### src/rtl/pcpc_consts.vh
`ifndef PCPC_CONSTS_VH
`define PCPC_CONSTS_VH
// =====================================================
// Power states
`define PCPC_PD_P0        2'h0
`define PCPC_PD_P0S       2'h1
`define PCPC_PD_P1        2'h2
`define PCPC_PD_P2        2'h3
// =====================================================
// Receiver status codes
`define PCPC_RS_OK        3'h0
`define PCPC_RS_SKP_ADD   3'h1
`define PCPC_RS_SKP_DEL   3'h2
`define PCPC_RS_DETECTED  3'h3
`define PCPC_RS_DEC_ERR   3'h4
`define PCPC_RS_OVERFLOW  3'h5
`define PCPC_RS_UNDERFLOW 3'h6
`define PCPC_RS_DISP_ERR  3'h7
// =====================================================
// Symbols and fields
`define PCPC_SKP_SYM      9'h11c
`define PCPC_SYM_W        9
`define PCPC_RATE_HI      4'h6
`define PCPC_RATE_LO      4'h2
`define PCPC_RATE_START   4'h4
// =====================================================
// Timing
`define PCPC_CLK_PERIOD_NS 100
`define PCPC_EI_TIME_NS    16000
`define PCPC_DET_TMO_NS    10000
`define PCPC_EI_CYC   ((`PCPC_EI_TIME_NS + `PCPC_CLK_PERIOD_NS - 1) / `PCPC_CLK_PERIOD_NS)
`define PCPC_DET_CYC  (`PCPC_DET_TMO_NS / `PCPC_CLK_PERIOD_NS)
`define PCPC_PAR_DIV  2
`endif

### src/rtl/pcpc_pipe_ctrl.v
// Contract
// Drive the compliance pattern disparity control while the MAC requests compliance; the code holds it off while reverse loopback is selected.
// Offer a selectable electrical idle inference from link activity instead of analog sensing.
// Encode coding and analog status onto a three-bit receiver status code.
// A detect request in P1 commands the transmit buffer to start receiver detection.
// Keep the transmit buffer in electrical idle throughout P1; the MAC enters P1 only when idle.
// The detect monitor needs a dedicated 125 MHz reference supplied from outside; the code times detect on the shared 10 MHz clk.
// Report detection outcome with the one-bit PHY status and the three-bit status code.
// Absorb up to 300 ppm offset with a rate match FIFO by adding or dropping skip symbols.
// Reverse parallel loopback works only when configured for first-generation rate.
// In loopback, rate-matched receive data goes back out the transmitter and still to the MAC.
// A detect-or-loopback request in P0 selects reverse parallel loopback instead of detect.
// No loopback other than reverse parallel loopback exists.
// Bonded lanes share transmit clocking and control; the receiver keeps its own.
// A single lane divides the borrowed serial clock locally into its parallel rate.
// In P0s, P1 and P2 the only power saving is transmit electrical idle.
// PHY status signals completion of detection and power state transitions.
// On detect completion PHY status pulses one parallel cycle with the result alongside.
`timescale 1ns/1ps
`include "pcpc_consts.vh"
module pcpc_pipe_ctrl #(
    parameter PAR_DIV = `PCPC_PAR_DIV,
    parameter EI_CYC  = `PCPC_EI_CYC,
    parameter DET_CYC = `PCPC_DET_CYC,
    parameter DEPTH   = 8
) (
    input  wire       clk,             // 10 MHz clock
    input  wire       rst,             // Sync reset, active high
    input  wire       ser_clk_en,      // Serial clock tick from PLL channel
    input  wire       bond_en,         // Lane is a bonded slave
    input  wire       bond_tx_en,      // Shared tx parallel tick from master
    input  wire [1:0] bond_pd,         // Shared power state from master
    input  wire       gen1_cfg,        // Channel set up for first-gen rate
    input  wire       ei_infer_en,     // Use idle inference
    input  wire [1:0] powerdown,       // Requested power state
    input  wire       detect_loopback, // Detect or loopback request
    input  wire       tx_elecidle_req, // MAC idle request
    input  wire       tx_compliance,   // MAC compliance request
    input  wire [8:0] tx_sym,          // MAC symbol {k,data}
    input  wire [8:0] rx_sym,          // Aligned symbol {k,data}
    input  wire       rx_sym_valid,    // Symbol present
    input  wire       rx_dec_err,      // Decoder error
    input  wire       rx_disp_err,     // Disparity error
    input  wire       det_done_pin,    // Analog detect done
    input  wire       det_found_pin,   // Analog far end found
    input  wire       sig_det_pin,     // Analog signal detect
    output reg        tx_par_en,       // Tx parallel tick
    output reg        rx_par_en,       // Rx parallel tick
    output reg        rx_in_ready,     // Rate FIFO can take symbol
    output reg  [8:0] tx_out_sym,      // Symbol to serializer
    output reg        tx_force_disp,   // Compliance disparity control
    output reg        tx_idle,         // Tx buffer electrical idle
    output reg        det_start,       // Start detect pulse
    output reg        loopback_on,     // Reverse loopback active
    output reg  [8:0] rx_out_sym,      // Rate-matched symbol to MAC
    output reg        rx_out_valid,    // Symbol valid
    output reg        rx_elecidle,     // Receiver idle
    output reg        phystatus,       // Completion pulse
    output reg  [2:0] rxstatus         // Receiver status code
);
    localparam ST_IDLE = 2'h0;
    localparam ST_WAIT = 2'h1;
    localparam ST_DONE = 2'h2;
    localparam [3:0] HI = `PCPC_RATE_HI;
    localparam [3:0] LO = `PCPC_RATE_LO;
    localparam [3:0] ST = `PCPC_RATE_START;

    function is_skp;
        input [8:0] s;
        begin
            is_skp = (s == `PCPC_SKP_SYM);
        end
    endfunction

    // Divider arithmetic shared by the tx and rx dividers
    function div_last;
        input [7:0] cnt;
        begin
            div_last = (cnt == PAR_DIV - 1);
        end
    endfunction

    function [7:0] div_step;
        input       wrap;
        input [7:0] cnt;
        begin
            div_step = wrap ? 8'h00 : cnt + 8'h01;
        end
    endfunction

    // =====================================================
    // Pin synchronisers
    reg  [2:0] s1;
    reg  [2:0] s2;
    reg  [2:0] s3;
    reg  [2:0] pin;
    wire [2:0] agree = ~(s2 ^ s3);

    always @(posedge clk)
    begin
        if (rst)
        begin
            s1  <= 3'h0;
            s2  <= 3'h0;
            s3  <= 3'h0;
            pin <= 3'h0;
        end
        else
        begin
            s1  <= {sig_det_pin, det_found_pin, det_done_pin};
            s2  <= s1;
            s3  <= s2;
            pin <= (s2 & agree) | (pin & ~agree);
        end
    end

    // =====================================================
    // Parallel clock enables
    reg  [7:0] tx_div;
    reg  [7:0] rx_div;
    wire       tx_wrap = ser_clk_en & div_last(tx_div);
    wire       rx_wrap = ser_clk_en & div_last(rx_div);
    wire       tx_tick = bond_en ? bond_tx_en : tx_wrap;
    wire [1:0] pd      = bond_en ? bond_pd : powerdown;

    always @(posedge clk)
    begin
        if (rst)
        begin
            tx_div    <= 8'h00;
            rx_div    <= 8'h00;
            tx_par_en <= 1'b0;
            rx_par_en <= 1'b0;
        end
        else
        begin
            // Local divider on borrowed serial clock
            if (ser_clk_en)
                tx_div <= div_step(tx_wrap, tx_div);
            // Receiver never follows the bonded master
            if (ser_clk_en)
                rx_div <= div_step(rx_wrap, rx_div);
            tx_par_en <= tx_tick;
            rx_par_en <= rx_wrap;
        end
    end

    // =====================================================
    // Rate match FIFO
    // Address width follows the depth so a deeper FIFO needs no other edit
    localparam FIFO_AW = $clog2(DEPTH);
    wire [8:0] f_head;
    wire       f_valid;
    wire       f_wready;
    wire [FIFO_AW:0] f_level;
    wire       drop = is_skp(rx_sym) & (f_level >= HI);
    wire       wr   = rx_wrap & rx_sym_valid & ~drop;
    reg        primed;
    wire       hold = is_skp(f_head) & (f_level <= LO);
    wire       rd   = rx_wrap & primed & f_valid & ~hold;
    wire       ovf  = rx_wrap & rx_sym_valid & ~drop & ~f_wready;
    wire       unf  = rx_wrap & primed & ~f_valid;
    wire       rep  = primed & f_valid & hold;

    pcpc_fifo #(
        .WIDTH (`PCPC_SYM_W),
        .DEPTH (DEPTH),
        .AW    (FIFO_AW)
    ) u_fifo (
        .clk      (clk),
        .rst      (rst),
        .wr_data  (rx_sym),
        .wr_valid (wr),
        .wr_ready (f_wready),
        .rd_data  (f_head),
        .rd_valid (f_valid),
        .rd_ready (rd),
        .level    (f_level)
    );

    // =====================================================
    // Detect and power state sequencing
    reg [1:0]  st;
    reg [15:0] tmr;
    reg [1:0]  pd_prev;
    reg        pd_pend;
    reg        req_prev;
    reg        found;
    wire       req_rise = detect_loopback & ~req_prev;

    always @(posedge clk)
    begin
        if (rst)
        begin
            st       <= ST_IDLE;
            tmr      <= 16'h0000;
            det_start<= 1'b0;
            req_prev <= 1'b0;
            found    <= 1'b0;
        end
        else
        begin
            req_prev  <= detect_loopback;
            det_start <= 1'b0;
            case (st)
                ST_IDLE:
                begin
                    if (req_rise & (pd == `PCPC_PD_P1))
                    begin
                        det_start <= 1'b1;
                        tmr       <= 16'h0000;
                        st        <= ST_WAIT;
                    end
                end
                ST_WAIT:
                begin
                    tmr <= tmr + 16'h0001;
                    // Timeout reports no receiver rather than hanging the MAC
                    if (pin[0] | (tmr == DET_CYC - 1))
                    begin
                        found <= pin[0] & pin[1];
                        st    <= ST_DONE;
                    end
                end
                ST_DONE:
                begin
                    if (tx_tick)
                        st <= ST_IDLE;
                end
                default:
                    st <= ST_IDLE;
            endcase
        end
    end

    // =====================================================
    // Transmit path and loopback
    wire lpbk = gen1_cfg & detect_loopback & (pd == `PCPC_PD_P0);

    always @(posedge clk)
    begin
        if (rst)
        begin
            tx_out_sym    <= 9'h000;
            tx_force_disp <= 1'b0;
            tx_idle       <= 1'b1;
            loopback_on   <= 1'b0;
        end
        else
        begin
            loopback_on <= lpbk;
            if (tx_tick)
            begin
                tx_out_sym    <= lpbk ? f_head : tx_sym;
                tx_force_disp <= tx_compliance & ~lpbk;
                // Low power states only idle the buffer, nothing else
                tx_idle       <= tx_elecidle_req | (pd != `PCPC_PD_P0);
            end
            // P1 idles at once, without waiting for a tx tick
            else if (pd == `PCPC_PD_P1)
                tx_idle <= 1'b1;
        end
    end

    // =====================================================
    // Receive output, idle and status
    reg [15:0] quiet;

    always @(posedge clk)
    begin
        if (rst)
        begin
            primed       <= 1'b0;
            rx_out_sym   <= 9'h000;
            rx_out_valid <= 1'b0;
            rx_elecidle  <= 1'b1;
            quiet        <= 16'h0000;
            pd_prev      <= `PCPC_PD_P1;
            pd_pend      <= 1'b0;
            phystatus    <= 1'b0;
            rxstatus     <= `PCPC_RS_OK;
        end
        else
        begin
            if (f_level >= ST)
                primed <= 1'b1;
            else if (~f_valid)
                primed <= 1'b0;
            if (rx_wrap)
            begin
                rx_out_valid <= rd | rep;
                rx_out_sym   <= f_head;
                if (rx_sym_valid)
                    quiet <= 16'h0000;
                else if (quiet != EI_CYC)
                    quiet <= quiet + 16'h0001;
            end
            rx_elecidle <= ei_infer_en ? (quiet == EI_CYC) : ~pin[2];
            pd_prev <= pd;
            if (pd != pd_prev)
                pd_pend <= 1'b1;
            else if (tx_tick & (st != ST_DONE))
                pd_pend <= 1'b0;
            phystatus <= 1'b0;
            if (st == ST_DONE)
            begin
                if (tx_tick)
                begin
                    phystatus <= 1'b1;
                    rxstatus  <= found ? `PCPC_RS_DETECTED : `PCPC_RS_OK;
                end
            end
            else if (tx_tick & pd_pend)
            begin
                phystatus <= 1'b1;
                rxstatus  <= `PCPC_RS_OK;
            end
            else if (rx_wrap)
            begin
                // Completion status wins; below it decode error outranks the rest; skip events rank last
                if (rx_dec_err)
                    rxstatus <= `PCPC_RS_DEC_ERR;
                else if (ovf)
                    rxstatus <= `PCPC_RS_OVERFLOW;
                else if (unf)
                    rxstatus <= `PCPC_RS_UNDERFLOW;
                else if (rx_disp_err)
                    rxstatus <= `PCPC_RS_DISP_ERR;
                else if (rep)
                    rxstatus <= `PCPC_RS_SKP_ADD;
                else if (rx_sym_valid & drop)
                    rxstatus <= `PCPC_RS_SKP_DEL;
                else
                    rxstatus <= `PCPC_RS_OK;
            end
        end
    end

    always @(posedge clk)
    begin
        if (rst)
            rx_in_ready <= 1'b1;
        else
            rx_in_ready <= f_wready;
    end
endmodule // pcpc_pipe_ctrl

### src/rtl/pcpc_fifo.v
`timescale 1ns/1ps
module pcpc_fifo #(
    parameter WIDTH = 9,
    parameter DEPTH = 8,
    parameter AW    = 3
) (
    input  wire             clk,       // Clock
    input  wire             rst,       // Sync reset
    input  wire [WIDTH-1:0] wr_data,   // Write data
    input  wire             wr_valid,  // Write request
    output reg              wr_ready,  // Not full
    output reg  [WIDTH-1:0] rd_data,   // Registered head
    output reg              rd_valid,  // Head valid
    input  wire             rd_ready,  // Pop head
    output reg  [AW:0]      level      // Words held incl. head
);
    reg  [WIDTH-1:0] mem [0:DEPTH-1];
    reg  [AW-1:0]    wptr;
    reg  [AW-1:0]    rptr;
    reg  [AW:0]      cnt;
    wire             do_wr = wr_valid & wr_ready;
    wire             load  = (cnt != {(AW+1){1'b0}}) & (~rd_valid | rd_ready);
    wire             pop   = rd_valid & rd_ready;
    wire [AW:0]      next_cnt = cnt + {{AW{1'b0}}, do_wr} - {{AW{1'b0}}, load};

    always @(posedge clk)
    begin
        if (do_wr)
            mem[wptr] <= wr_data;
    end

    always @(posedge clk)
    begin
        if (rst)
        begin
            wptr     <= {AW{1'b0}};
            rptr     <= {AW{1'b0}};
            cnt      <= {(AW+1){1'b0}};
            rd_valid <= 1'b0;
            rd_data  <= {WIDTH{1'b0}};
            wr_ready <= 1'b1;
            level    <= {(AW+1){1'b0}};
        end
        else
        begin
            if (do_wr)
                wptr <= wptr + {{(AW-1){1'b0}}, 1'b1};
            if (load)
            begin
                rptr    <= rptr + {{(AW-1){1'b0}}, 1'b1};
                rd_data <= mem[rptr];
            end
            if (load)
                rd_valid <= 1'b1;
            else if (pop)
                rd_valid <= 1'b0;
            cnt      <= next_cnt;
            // One slot kept back so the head register never stalls a write
            wr_ready <= (next_cnt < DEPTH - 1);
            level    <= next_cnt + {{AW{1'b0}}, (load | (rd_valid & ~pop))};
        end
    end
endmodule // pcpc_fifo

### config.mk
export PLATFORM = sky130hd
export DESIGN_NAME = pcpc_pipe_ctrl
export DESIGN_NICKNAME = d
export VERILOG_FILES = /design/src/rtl/pcpc_pipe_ctrl.v /design/src/rtl/pcpc_fifo.v
export VERILOG_INCLUDE_DIRS = /design/src /design/src/rtl
export SDC_FILE = /design/constraint.sdc
export NUM_CORES = 1
export LEC_CHECK = 0
export BUFFER_PORTS_ARGS = -buffer_cell sky130_fd_sc_hd__buf_2
export CORE_ASPECT_RATIO = 1.75
export CORE_MARGIN = 3
export CORE_UTILIZATION = 45
export DETAILED_ROUTE_END_ITERATION = 12
export REMOVE_ABC_BUFFERS = 1
export SLEW_MARGIN = 5
export SYNTH_ARGS = -nofsm -noshare
export SYNTH_HDL_FRONTEND = slang
export SYNTH_HIERARCHICAL = 1
export SYNTH_SLANG_ARGS = --single-unit
### constraint.sdc
create_clock -name clk -period 4.15 [get_ports clk]
set_input_delay 0.415 -clock clk [delete_from_list [all_inputs] [get_ports clk]]
set_output_delay 0.415 -clock clk [all_outputs]
set_load 0.01 [all_outputs]
==> impl_results.md, run 1 <==
* Top post-synthesis cells by count: 124 x sky130_fd_sc_hd__dfxtp_1, 90 x sky130_fd_sc_hd__nor2_1, 72 x sky130_fd_sc_hd__edfxtp_1
* Type of the most critical hold path: in2reg
* Worst IR drop on VDD at 262 µV
* Post-CTS repair timing setup buffer count at 0
* Cell family contributing the most delay on the critical path: simple AND/OR/NAND/NOR gates
* Remaining global-route overflow at 0
* Starting DRT DRC Count at about 290
* Half-perimeter wire length after placement at around 13000 µm
* Num Clock Sinks at 196
* Unrepaired setup endpoints after global routing: no
* Overall via count from detail_route at between 5k and 6k
* Synth Flop Type: sky130_fd_sc_hd__dfxtp_1
* Max transition margin at roughly 48%
* Number of failing setup endpoints in the final timing report at 0
* Final Instance Count excl. Fillers at about 1.1k
* Fillcell total at between 1.5k and 2k
* Cell area after layout at just over 9000 µm²
* Post-detailed-routing wire length at roughly 18000 µm
* Standard cell with the maximum stage delay on the critical path: sky130_fd_sc_hd__dfxtp_1
* Transition time at the pin with the least slew margin at roughly 0.78 ns
* Power per Cell Area at 518 nW/µm²
* Number of levels in the clock H-tree at 4
* Number of different library cells in the post-synthesis netlist at 64
* Cell at the root of the clock tree: sky130_fd_sc_hd__clkbuf_16
* Via count of the first global-routing pass at 5599
* Number of iterations in the first detailed-routing pass at 4
* Crit path required time at 4.47 ns
* TritonCTS clock tree: done
* Routability congestion estimate at roughly 0.86
* Hold_buf cts at 0
* Placeable core region at around 18000 µm²
* Fraction of final layout cells sized beyond drive strength 1 at 16.3%
* Synth top area cells: sky130_fd_sc_hd__dfxtp_1 30%, sky130_fd_sc_hd__edfxtp_1 26%, sky130_fd_sc_hd__nor2_1 4.1%
* Count of yosys warnings during synthesis at 6
* Number of input and output port buffers inserted at 68
* Final slew viol count at 0
* Starting Density at 46.3%
* Type of element launching the critical path: register
* Proportion of register bits with asynchronous set or reset after synthesis at 0%
* Static leakage at about 3.4 nW
* Crit path buf inv count at 0
* WL per Instance at 16.9 µm
* Seq cells post-synth at slightly below 200
* Minimum period implied by the final worst setup slack at 3.47 ns
* DR vias/cell at around 5.4
* Wire length of the first global-routing pass at approximately 28000 µm
* Maximum clock path buffer count at 2
* Initial antenna violation count at 1
* Worst-skew pair later-pin latency at between 0.4 and 0.5 ns
* Post-CTS sizing at 0
* Element type at the critical path end: register
* Portion of the post-synthesis area used by sequential elements at between 50% and 60%
* Die span in y at ~180 µm
* Maximum number of pins on one net before global-route repair at 47
* Placed cell count at 1023
* TritonCTS Buffers at 17
* Crit path kind: reg2reg
* GRT Util Overall at between 10% and 20%
* Max FO, Critical Path at 7
* Most frequent cell after synthesis: sky130_fd_sc_hd__dfxtp_1
* Die Footprint at between 15000 and 20000 µm²
* Number of nets in the finished design at about 870
* Clock skew after layout at about 0.01 ns
* Standard cell area after detailed placement at ~8800 µm²
* Area added between synthesis and finish at 14.5%
* DIE WIDTH at 108 µm
* Most prevalent standard cell on the critical path: sky130_fd_sc_hd__nand2_1
* Cell breakdown of the critical path: ha_1 -> nor4b_2 -> and2_0 -> nand2_1 -> nor2_1 -> nand2_1 -> nand2_1 -> nand2_1 -> ha_1 -> fa_1 -> xor2_1 -> a31oi_1 -> mux2_2
* Outcome: finished clean
* Total inserted antenna cells at 0
* Register clock-pin slew on the reported worst setup and hold paths at about 0.07 ns
* Delay of the slowest cell on the worst path at between 0.4 and 0.5 ns
* Number of placement rows at 64
* Sum Neg Setup Slack at 0 ns
* Drc violations at 0
* Arrival time at the worst endpoint at 3.79 ns
* Reported max-cap violation count at 0
* I/O pins at 69
* Area of the mapped netlist at ~8200 µm²
* Cell type contributing the most total cell area after synthesis: sky130_fd_sc_hd__dfxtp_1
* Final Hold Fails at 0
* Maximum operating frequency at about 290 MHz
* Proportion of netlist area held by the largest area contributor at between 30% and 40%
* Number of enable flip-flop cells after synthesis at 72
* Remaining antenna violation count at 0
* Count of mapped cells out of synthesis at between 700 and 800
* Per-instance average area after synthesis at 11.0 µm²
* Post-route clock period utilization at 83.5%
## state kept, by name, summed over array words and instances (netlist names), 8 cells and up, named ones only
signal          cells
quiet              16
u_fifo/rd_data      9
tx_div              8
rx_div              8
u_fifo/mem         72
tmr                16
tx_out_sym          9
rx_out_sym          9
## metrics by stage
stage               utilization (%)  setup WS (ns)  hold slack [ns]  power [mW]
finish                         53.1          0.684            0.195        4.84
global route                   53.1          0.382            0.177        5.09
CTS                            53.1          0.690            0.174        4.91
detailed placement             49.7          0.568            0.449        3.25
global placement               49.7          0.665            0.418        3.22
floorplan                         -          0.552            0.414        2.93
## kinds of logic after synthesis
group                    Yosys count  share of synthesized area [%]
flip-flops                       196                           56.9
multiplexers                      46                           7.51
AND/OR/NAND/NOR                  299                           18.5
adder cells (fa/ha/maj)           16                           2.54
XOR/XNOR                          36                           3.86
AO/OA/AOI/OAI                    101                           7.97
buffers and inverters             48                           2.73
## power breakdown
group | internal [mW] | total [mW] | leakage, nW | switching [mW]
Combinational | 0.423 | 0.931 | 1.43 | 0.508
Clock | 0.860 | 1.65 | 0.286 | 0.785
Sequential | 2.12 | 2.27 | 1.66 | 0.142
## path summary, 6_finish.rpt
path	end	cells past startpoint	start	slack [ns]
max	u_fifo/level[3]	13	rx_div[0]	0.68
min	s1[2]	2	sig_det_pin	0.20
max reg2reg	u_fifo/level[3]	13	rx_div[0]	0.68
min reg2reg	tx_force_disp	2	tx_force_disp	0.45
## cells in the final DEF (no fill, tap or decap), types with 18 or more instances in the layout
cell,count
sky130_fd_sc_hd__nand3_1,24
sky130_fd_sc_hd__xor2_1,19
sky130_fd_sc_hd__dfxtp_1,124
sky130_fd_sc_hd__mux2i_1,32
sky130_fd_sc_hd__nand2_1,64
sky130_fd_sc_hd__nor2_1,90
sky130_fd_sc_hd__buf_4,18
sky130_fd_sc_hd__a21oi_1,34
sky130_fd_sc_hd__a211oi_1,20
sky130_fd_sc_hd__nor3_1,27
sky130_fd_sc_hd__edfxtp_1,72
sky130_fd_sc_hd__buf_2,67
sky130_fd_sc_hd__nor2b_1,19
## worst register-to-register path, cell delays in order (launching register included)
cell	delay, ns
sky130_fd_sc_hd__dfxtp_1	0.42
sky130_fd_sc_hd__ha_1	0.19
sky130_fd_sc_hd__nor4b_2	0.32
sky130_fd_sc_hd__and2_0	0.22
sky130_fd_sc_hd__nand2_1	0.11
sky130_fd_sc_hd__nor2_1	0.25
sky130_fd_sc_hd__nand2_1	0.22
sky130_fd_sc_hd__nand2_1	0.19
sky130_fd_sc_hd__nand2_1	0.08
sky130_fd_sc_hd__ha_1	0.21
sky130_fd_sc_hd__fa_1	0.40
sky130_fd_sc_hd__xor2_1	0.34
sky130_fd_sc_hd__a31oi_1	0.13
sky130_fd_sc_hd__mux2_2	0.27
## metal layers
layer / global-route usage [%] / wire [µm] / share of wire [%]
met1: 19.7 / 6890 / 39
met2: 34.3 / 9860 / 55
met3: 4.17 / 613 / 3.4
met4: 8.29 / 458 / 2.6
met5: 0 / 13 / 0.073
## cell type report
type                            count  area [µm²]  area share (%)
Multi-Input combinational cell    498        3300            35.3
Timing Repair Buffer               85         470            5.03
Clock buffer                       17         425            4.55
Sequential cell                   196        4640            49.7
Inverter                           13        48.8           0.522
Clock inverter                     15         170            1.82
Tap cell                          231         289            3.09
Power figures use the tool's default switching activity.
==> inputs of run 2 (changes only) <==
==> constraint.sdc (replaced) <==
create_clock -name clk -period 3.28 [get_ports clk]
set_input_delay 0.328 -clock clk [delete_from_list [all_inputs] [get_ports clk]]
set_output_delay 0.328 -clock clk [all_outputs]
set_load 0.01 [all_outputs]
==> run 2 against run 1 <==
Against the previous run:
- maximum frequency grew 12%
- sequential share of layout area shrank 0.43 points
- core utilization grew 0.46 points
- largest cell class unchanged
- largest power group unchanged
==> impl_results.md, run 2 (synthesized netlist as in run 1, its figures left out) <==
* Outcome: finished clean (unchanged)
* Starting DRT DRC Count at 248 (was 285)
* Post-route clock period utilization at 94.2% (was 83.5%)
* Worst-skew pair later-pin latency at 0.43 ns (was 0.44 ns)
* Post-detailed-routing wire length at 17800 µm (about the same)
* Minimum setup slack in the final design at 0.189 ns (was 0.684 ns)
* I/O pins at 69 (unchanged)
* Storage cell area at 4640 µm² (unchanged)
* Initial antenna violation count at 2 (was 1)
* Total design power at 6.26 mW (was 4.84 mW)
* Type of the most critical hold path: in2reg (unchanged)
* Cell at the root of the clock tree: sky130_fd_sc_hd__clkbuf_16 (unchanged)
* Top reg by flops: u_fifo/mem (unchanged)
* Hold_buf cts at 0 (unchanged)
* Arrival time at the worst endpoint at 3.40 ns (was 3.79 ns)
* Die Footprint at 19900 µm² (unchanged)
* Number of nets in the finished design at 871 (was 865)
* Worst IR drop on VDD at 620 µV (was 262 µV)
* Number of iterations in the first detailed-routing pass at 4 (unchanged)
* Via count of the first global-routing pass at 5761 (was 5599)
* Half-perimeter wire length after placement at 13100 µm (was 12800 µm)
* Num Clock Sinks at 196 (unchanged)
* Commonest cells after routing, fill and taps aside: 124 x sky130_fd_sc_hd__dfxtp_1, 89 x sky130_fd_sc_hd__nor2_1, 72 x sky130_fd_sc_hd__edfxtp_1 (was 124 x sky130_fd_sc_hd__dfxtp_1, 90 x sky130_fd_sc_hd__nor2_1, 72 x sky130_fd_sc_hd__edfxtp_1)
* Number of levels in the clock H-tree at 4 (unchanged)
* Post-CTS repair timing setup buffer count at 0 (unchanged)
* Number of placement rows at 64 (unchanged)
* Highest layer used for signal routing: met5 (unchanged)
* Transition time at the pin with the least slew margin at 0.982 ns (was 0.775 ns)
* Detailed-routed wire length on met2 at 9840 µm (was 9860 µm)
* Reported max-cap violation count at 0 (unchanged)
* Combined area of the multi-input logic cells at 3310 µm² (was 3300 µm²)
* Type of element launching the critical path: register (unchanged)
* Power per Cell Area at 664 nW/µm² (was 518 nW/µm²)
* Maximum operating frequency at 324 MHz (was 289 MHz)
* GRT Util Overall at 18.6% (was 18.5%)
* Number of failing setup endpoints in the final timing report at 0 (unchanged)
* Crit path required time at 3.59 ns (was 4.47 ns)
* Fraction of final layout cells sized beyond drive strength 1 at 17.1% (was 16.3%)
* Final slew viol count at 0 (unchanged)
* Area added between synthesis and finish at 15.5% (was 14.5%)
* DR vias/cell at 5.37 (was 5.40)
* Starting Density at 46.3% (unchanged)
* Die span in y at 184 µm (unchanged)
* Drc violations at 0 (unchanged)
* Remaining global-route overflow at 0 (unchanged)
* Fillcell total at 1541 (was 1584)
* Post-Place Worst Slack at 0.104 ns (was 0.568 ns)
* Placeable core region at 17600 µm² (unchanged)
* Element type at the critical path end: register (unchanged)
* Most frequent standard cell in the layout excluding fill and tap cells: sky130_fd_sc_hd__dfxtp_1 (unchanged)
* Maximum clock path buffer count at 2 (unchanged)
* Final Hold Fails at 0 (unchanged)
* Biggest regs: u_fifo/mem (72), quiet (16), tmr (16) (unchanged)
* Placed cell count at 1029 (was 1023)
* TritonCTS clock tree: done (unchanged)
* DIE WIDTH at 108 µm (unchanged)
* Max FFs per register at 72 (unchanged)
* Clock skew after layout at 0.0156 ns (was 0.0100 ns)
* Max FO, Critical Path at 5 (was 7)
* Wire length of the first global-routing pass at 28700 µm (was 28200 µm)
* Overall via count from detail_route at 5706 (was 5692)
* Final Instance Count excl. Fillers at 1062 (was 1055)
* Remaining antenna violation count at 0 (unchanged)
* Final core utilization at 53.5% (was 53.1%)
* Max transition margin at 34.3% (was 48.2%)
* Static leakage at 3.42 nW (was 3.37 nW)
* TritonCTS Buffers at 17 (unchanged)
* Minimum period implied by the final worst setup slack at 3.09 ns (was 3.47 ns)
* Routed wl met3 at 606 µm (was 613 µm)
* Routability congestion estimate at 0.841 (was 0.860)
* Crit path kind: reg2reg (unchanged)
* Number of input and output port buffers inserted at 68 (unchanged)
* Maximum number of pins on one net before global-route repair at 52 (was 47)
* Register clock-pin slew on the reported worst setup and hold paths at 0.08 ns (was 0.07 ns)
* Wl on met1 at 7000 µm (was 6890 µm)
* WL per Instance at 16.8 µm (was 16.9 µm)
run 2: report_power, final:
group	switching, mW	internal (mW)	total [mW]
logic	0.700	0.583	1.28
clock network	1.07	1.06	2.13
registers	0.161	2.69	2.85
total	1.93	4.33	6.26
run 2: what timing repair did:
| action | 4_1_cts | 5_1_grt |
|---|---|---|
| endpoints found under the setup margin | 0 | 3 |
| gates resized for setup | 0 | 2 |
| hold endpoints to repair | 0 | 0 |
run 2: worst paths after layout:
| path | start | to | slack (ns) | cells past startpoint |
|---|---|---|---|---|
| worst max register to register | rx_div[1] | u_fifo/level[3] | 0.19 | 15 |
| worst max-delay path | rx_div[1] | u_fifo/level[3] | 0.19 | 15 |
| worst min register to register | s1[0] | s2[0] | 0.44 | 1 |
| worst min-delay path | sig_det_pin | s1[2] | 0.11 | 2 |
run 2: metrics by stage:
step                instance area [µm²]  setup TNS [ns]  hold slack [ns]
finish                             9430               0            0.110
global route                       9430         -0.0103           0.0901
CTS                                9420               0           0.0918
detailed placement                 8800               0            0.435
global placement                   8800               0            0.419
floorplan                          7990           -1.89            0.393
run 2: layout make-up:
type | count | area share (%)
tap | 231 | 3.07
inverter | 13 | 0.518
timing repair buffer | 91 | 5.47
clock buffer | 17 | 4.51
sequential | 196 | 49.3
antenna | 1 | 0.0265
clock inverter | 15 | 2.06
multi-input combinational | 498 | 35.1
run 2: critical path, cell delays in order (launching register included):
cell,delay (ns)
sky130_fd_sc_hd__dfxtp_1,0.35
sky130_fd_sc_hd__inv_1,0.07
sky130_fd_sc_hd__ha_1,0.14
sky130_fd_sc_hd__nor4b_2,0.26
sky130_fd_sc_hd__buf_4,0.18
sky130_fd_sc_hd__and2_0,0.16
sky130_fd_sc_hd__nand2_1,0.10
sky130_fd_sc_hd__nor2_2,0.15
sky130_fd_sc_hd__nand2_1,0.10
sky130_fd_sc_hd__nand2_1,0.16
sky130_fd_sc_hd__nand2_1,0.08
sky130_fd_sc_hd__ha_1,0.21
sky130_fd_sc_hd__fa_1,0.41
sky130_fd_sc_hd__xor2_2,0.22
sky130_fd_sc_hd__a31oi_1,0.11
sky130_fd_sc_hd__mux2_2,0.28
run 2: layer usage:
layer | up-vias | GRT usage (%)
met4 | 2 | 6.77
met1 | 2748 | 20.7
met5 | - | 0
met3 | 25 | 3.58
li1 | 2827 | -
met2 | 104 | 34.6
==> inputs of run 3 (changes only) <==
--- a/config.mk
+++ b/config.mk
@@ -15,5 +15,4 @@
 export SLEW_MARGIN = 5
 export SYNTH_ARGS = -nofsm -noshare
 export SYNTH_HDL_FRONTEND = slang
-export SYNTH_HIERARCHICAL = 1
 export SYNTH_SLANG_ARGS = --single-unit
==> run 3 against run 2 <==
Against the previous run:
- clock skew is 0.0011 ns lower
- setup slack better by 0.11 ns
- clock power is 7% lower
- hold slack better by 0.018 ns
- combinational power is 8% lower
- sequential share of layout area is 0.50 points higher
- area after synthesis hardly changed
- synthesized cell count is 2.3% lower
==> impl_results.md, run 3 <==
* Crit path buf inv count at 1 (was 2)
* Starting Density at 46.3% (about the same)
* DIE WIDTH at 108 µm (about the same)
* Die Footprint at 19900 µm² (about the same)
* Standard cell with the maximum stage delay on the critical path: sky130_fd_sc_hd__fa_1 (unchanged)
* Number of iterations in the first detailed-routing pass at 5 (was 4)
* Seq cells post-synth at 196 (unchanged)
* Cell at the root of the clock tree: sky130_fd_sc_hd__clkbuf_16 (unchanged)
* Transition time at the pin with the least slew margin at 1.11 ns (was 0.982 ns)
* Element type at the critical path end: register (unchanged)
* Synth top area cells: sky130_fd_sc_hd__dfxtp_1 30%, sky130_fd_sc_hd__edfxtp_1 26%, sky130_fd_sc_hd__mux4_2 5.0% (was sky130_fd_sc_hd__dfxtp_1 30%, sky130_fd_sc_hd__edfxtp_1 26%, sky130_fd_sc_hd__nor2_1 4.1%)
* Max FFs per register at 72 (unchanged)
* Die span in y at 184 µm (about the same)
* Outcome: finished clean (unchanged)
* Drc violations at 0 (unchanged)
* TritonCTS clock tree: done (unchanged)
* Final slew viol count at 0 (unchanged)
* Crit path required time at 3.58 ns (was 3.59 ns)
* Number of nets in the finished design at 847 (was 871)
* Initial antenna violation count at 2 (unchanged)
* Type of the most critical hold path: in2reg (unchanged)
* Synth Flop Type: sky130_fd_sc_hd__dfxtp_1 (unchanged)
* Arrival time at the worst endpoint at 3.28 ns (was 3.40 ns)
* Minimum period implied by the final worst setup slack at 2.98 ns (was 3.09 ns)
* Num Clock Sinks at 196 (unchanged)
* Half-perimeter wire length after placement at 13100 µm (unchanged)
* Cell family contributing the most delay on the critical path: adder cells (was simple AND/OR/NAND/NOR gates)
* WL per Instance at 17.4 µm (was 16.8 µm)
* Crit path kind: reg2reg (unchanged)
* Total design power at 6.03 mW (was 6.26 mW)
* Commonest cells after routing, fill and taps aside: 124 x sky130_fd_sc_hd__dfxtp_1, 72 x sky130_fd_sc_hd__edfxtp_1, 71 x sky130_fd_sc_hd__nor2_1 (was 124 x sky130_fd_sc_hd__dfxtp_1, 89 x sky130_fd_sc_hd__nor2_1, 72 x sky130_fd_sc_hd__edfxtp_1)
* Max FO, Critical Path at 4 (was 5)
* Delay of the slowest cell on the worst path at 0.39 ns (was 0.41 ns)
* Cell breakdown of the critical path: nor4b_2 -> nand4_1 -> a31oi_2 -> nor2_1 -> ha_1 -> inv_1 -> ha_1 -> fa_1 -> xor2_1 -> nand3_1 -> xnor2_1 -> nor2_1 (was inv_1 -> ha_1 -> nor4b_2 -> buf_4 -> and2_0 -> nand2_1 -> nor2_2 -> nand2_1 -> nand2_1 -> nand2_1 -> ha_1 -> fa_1 -> xor2_2 -> a31oi_1 -> mux2_2)
* Reported max-cap violation count at 0 (unchanged)
* Number of levels in the clock H-tree at 4 (unchanged)
* Top post-synthesis cells by count: 124 x sky130_fd_sc_hd__dfxtp_1, 72 x sky130_fd_sc_hd__edfxtp_1, 71 x sky130_fd_sc_hd__nor2_1 (was 124 x sky130_fd_sc_hd__dfxtp_1, 90 x sky130_fd_sc_hd__nor2_1, 72 x sky130_fd_sc_hd__edfxtp_1)
* Area added between synthesis and finish at 14.4% (was 15.5%)
* Wire length of the first global-routing pass at 28800 µm (was 28700 µm)
* Area of the mapped netlist at 8160 µm² (was 8170 µm²)
* Count of mapped cells out of synthesis at 725 (was 742)
* Post-detailed-routing wire length at 18100 µm (was 17800 µm)
* Post-CTS repair timing setup buffer count at 0 (unchanged)
* Most frequent cell after synthesis: sky130_fd_sc_hd__dfxtp_1 (unchanged)
* Starting DRT DRC Count at 303 (was 248)
* GRT Util Overall at 18.7% (was 18.6%)
* Power per Cell Area at 646 nW/µm² (was 664 nW/µm²)
* Register clock-pin slew on the reported worst setup and hold paths at 0.07 ns (was 0.08 ns)
* Via count of the first global-routing pass at 5698 (was 5761)
* Final Hold Fails at 0 (unchanged)
* Worst IR drop on VDD at 337 µV (was 620 µV)
* Count of yosys warnings during synthesis at 0 (was 6)
* Unrepaired setup endpoints after global routing: no
* Number of input and output port buffers inserted at 68 (unchanged)
* Type of element launching the critical path: register (unchanged)
* Placeable core region at 17600 µm² (unchanged)
* Hold WS at 0.128 ns (was 0.110 ns)
* I/O pins at 69 (unchanged)
* Static leakage at 3.28 nW (was 3.42 nW)
* Sum Neg Setup Slack at 0 ns (unchanged)
* Top reg by flops: u_fifo.mem (was u_fifo/mem)
* Post-Place Worst Slack at 0.191 ns (was 0.104 ns)
* Cell type contributing the most total cell area after synthesis: sky130_fd_sc_hd__dfxtp_1 (unchanged)
* Overall via count from detail_route at 5664 (was 5706)
* Per-instance average area after synthesis at 11.3 µm² (was 11.0 µm²)
* Number of failing setup endpoints in the final timing report at 0 (unchanged)
* Post-route clock period utilization at 90.9% (was 94.2%)
* Max transition margin at 25.4% (was 34.3%)
* Most frequent standard cell in the layout excluding fill and tap cells: sky130_fd_sc_hd__dfxtp_1 (unchanged)
* Fraction of final layout cells sized beyond drive strength 1 at 18.0% (was 17.1%)
* Setup slack, reg-to-reg at 0.30 ns (was 0.19 ns)
* Final core utilization at 53.0% (was 53.5%)
* Number of enable flip-flop cells after synthesis at 72 (unchanged)
* Maximum clock path buffer count at 2 (unchanged)
* Remaining antenna violation count at 0 (unchanged)
* Worst-skew pair later-pin latency at 0.42 ns (was 0.43 ns)
* TritonCTS Buffers at 17 (unchanged)
* Maximum number of pins on one net before global-route repair at 34 (was 52)
* Proportion of register bits with asynchronous set or reset after synthesis at 0% (unchanged)
* Biggest regs: u_fifo.mem (72), quiet (16), tmr (16) (was u_fifo/mem (72), quiet (16), tmr (16))
* Portion of the post-synthesis area used by sequential elements at 56.9% (about the same)
* Number of different library cells in the post-synthesis netlist at 60 (was 64)
* Proportion of netlist area held by the largest area contributor at 30.4% (about the same)
* Minimum setup slack in the final design at 0.299 ns (was 0.189 ns)
* Remaining global-route overflow at 0 (unchanged)
* Number of placement rows at 64 (unchanged)
* Routability congestion estimate at 0.800 (was 0.841)
* Clock skew after layout at 0.0144 ns (was 0.0156 ns)
* Maximum operating frequency at 335 MHz (was 324 MHz)
* DR vias/cell at 5.46 (was 5.37)
[run 3: cell types whose count changed after synthesis, sizes merged, moves of 6 or more]
cell     delta
nor2       -19
a21oi      +16
nand2      -15
nand3      -14
inv        +13
mux4        +9
nor3        -9
o22ai       -9
mux2i       -6
o2111ai     +6
o21ai       +6
or4         +6
[run 3: stage by stage]
stage,instance area (µm²),instances
2_1_floorplan,8010,689
3_5_place_dp,8760,1004
3_3_place_gp,8760,1004
6_report,9330,1037
5_1_grt,9330,1036
4_1_cts,9320,1036
[run 3: kinds of logic after synthesis]
family                     count (synthesis)  synth area share [%]
xor gates and xnor gates                  33                  3.54
muxes                                     45                  8.29
buffers and inverters                     62                  3.04
DFF                                      196                  56.9
AOI/OAI and AO/OA                        126                  10.1
adders and majority gates                 17                  2.70
and+or+nand+nor                          246                  15.5
[run 3: final timing paths]
kind | start | end | cells after the start
max reg2reg | u_fifo.rd_data[5] | u_fifo.level[3] | 12
max | u_fifo.rd_data[5] | u_fifo.level[3] | 12
min reg2reg | s1[2] | s2[2] | 1
min | det_done_pin | s1[0] | 2
[run 3: power by group]
part | internal (mW) | switching [mW] | leakage [nW]
logic | 0.562 | 0.618 | 1.35
clock network | 1.07 | 0.917 | 0.268
registers | 2.68 | 0.178 | 1.66
[run 3: what timing repair did]
action | in CTS | in global routing
setup endpoints to repair | 0 | 3
hold buffers | 0 | 0
resized for setup | 0 | 2
[run 3: layout make-up]
class | count | area, µm²
diodes | 1 | 2.50
clock buffers | 20 | 437
clock inverters | 12 | 121
fillers | 1572 | 8280
inverters | 26 | 97.6
multi-input cells | 467 | 3280
flip-flops and latches | 196 | 4640
well taps | 231 | 289
repair buffers | 84 | 460
[run 3: metal layers]
metal / track usage, % / share of wire (%) / up-vias
li1: - / - / 2788
met1: 20.7 / 40 / 2760
met2: 35.4 / 56 / 98
met3: 3.51 / 3.4 / 14
met4: 5.86 / 1.1 / 4
met5: 0 / 0.078 / -
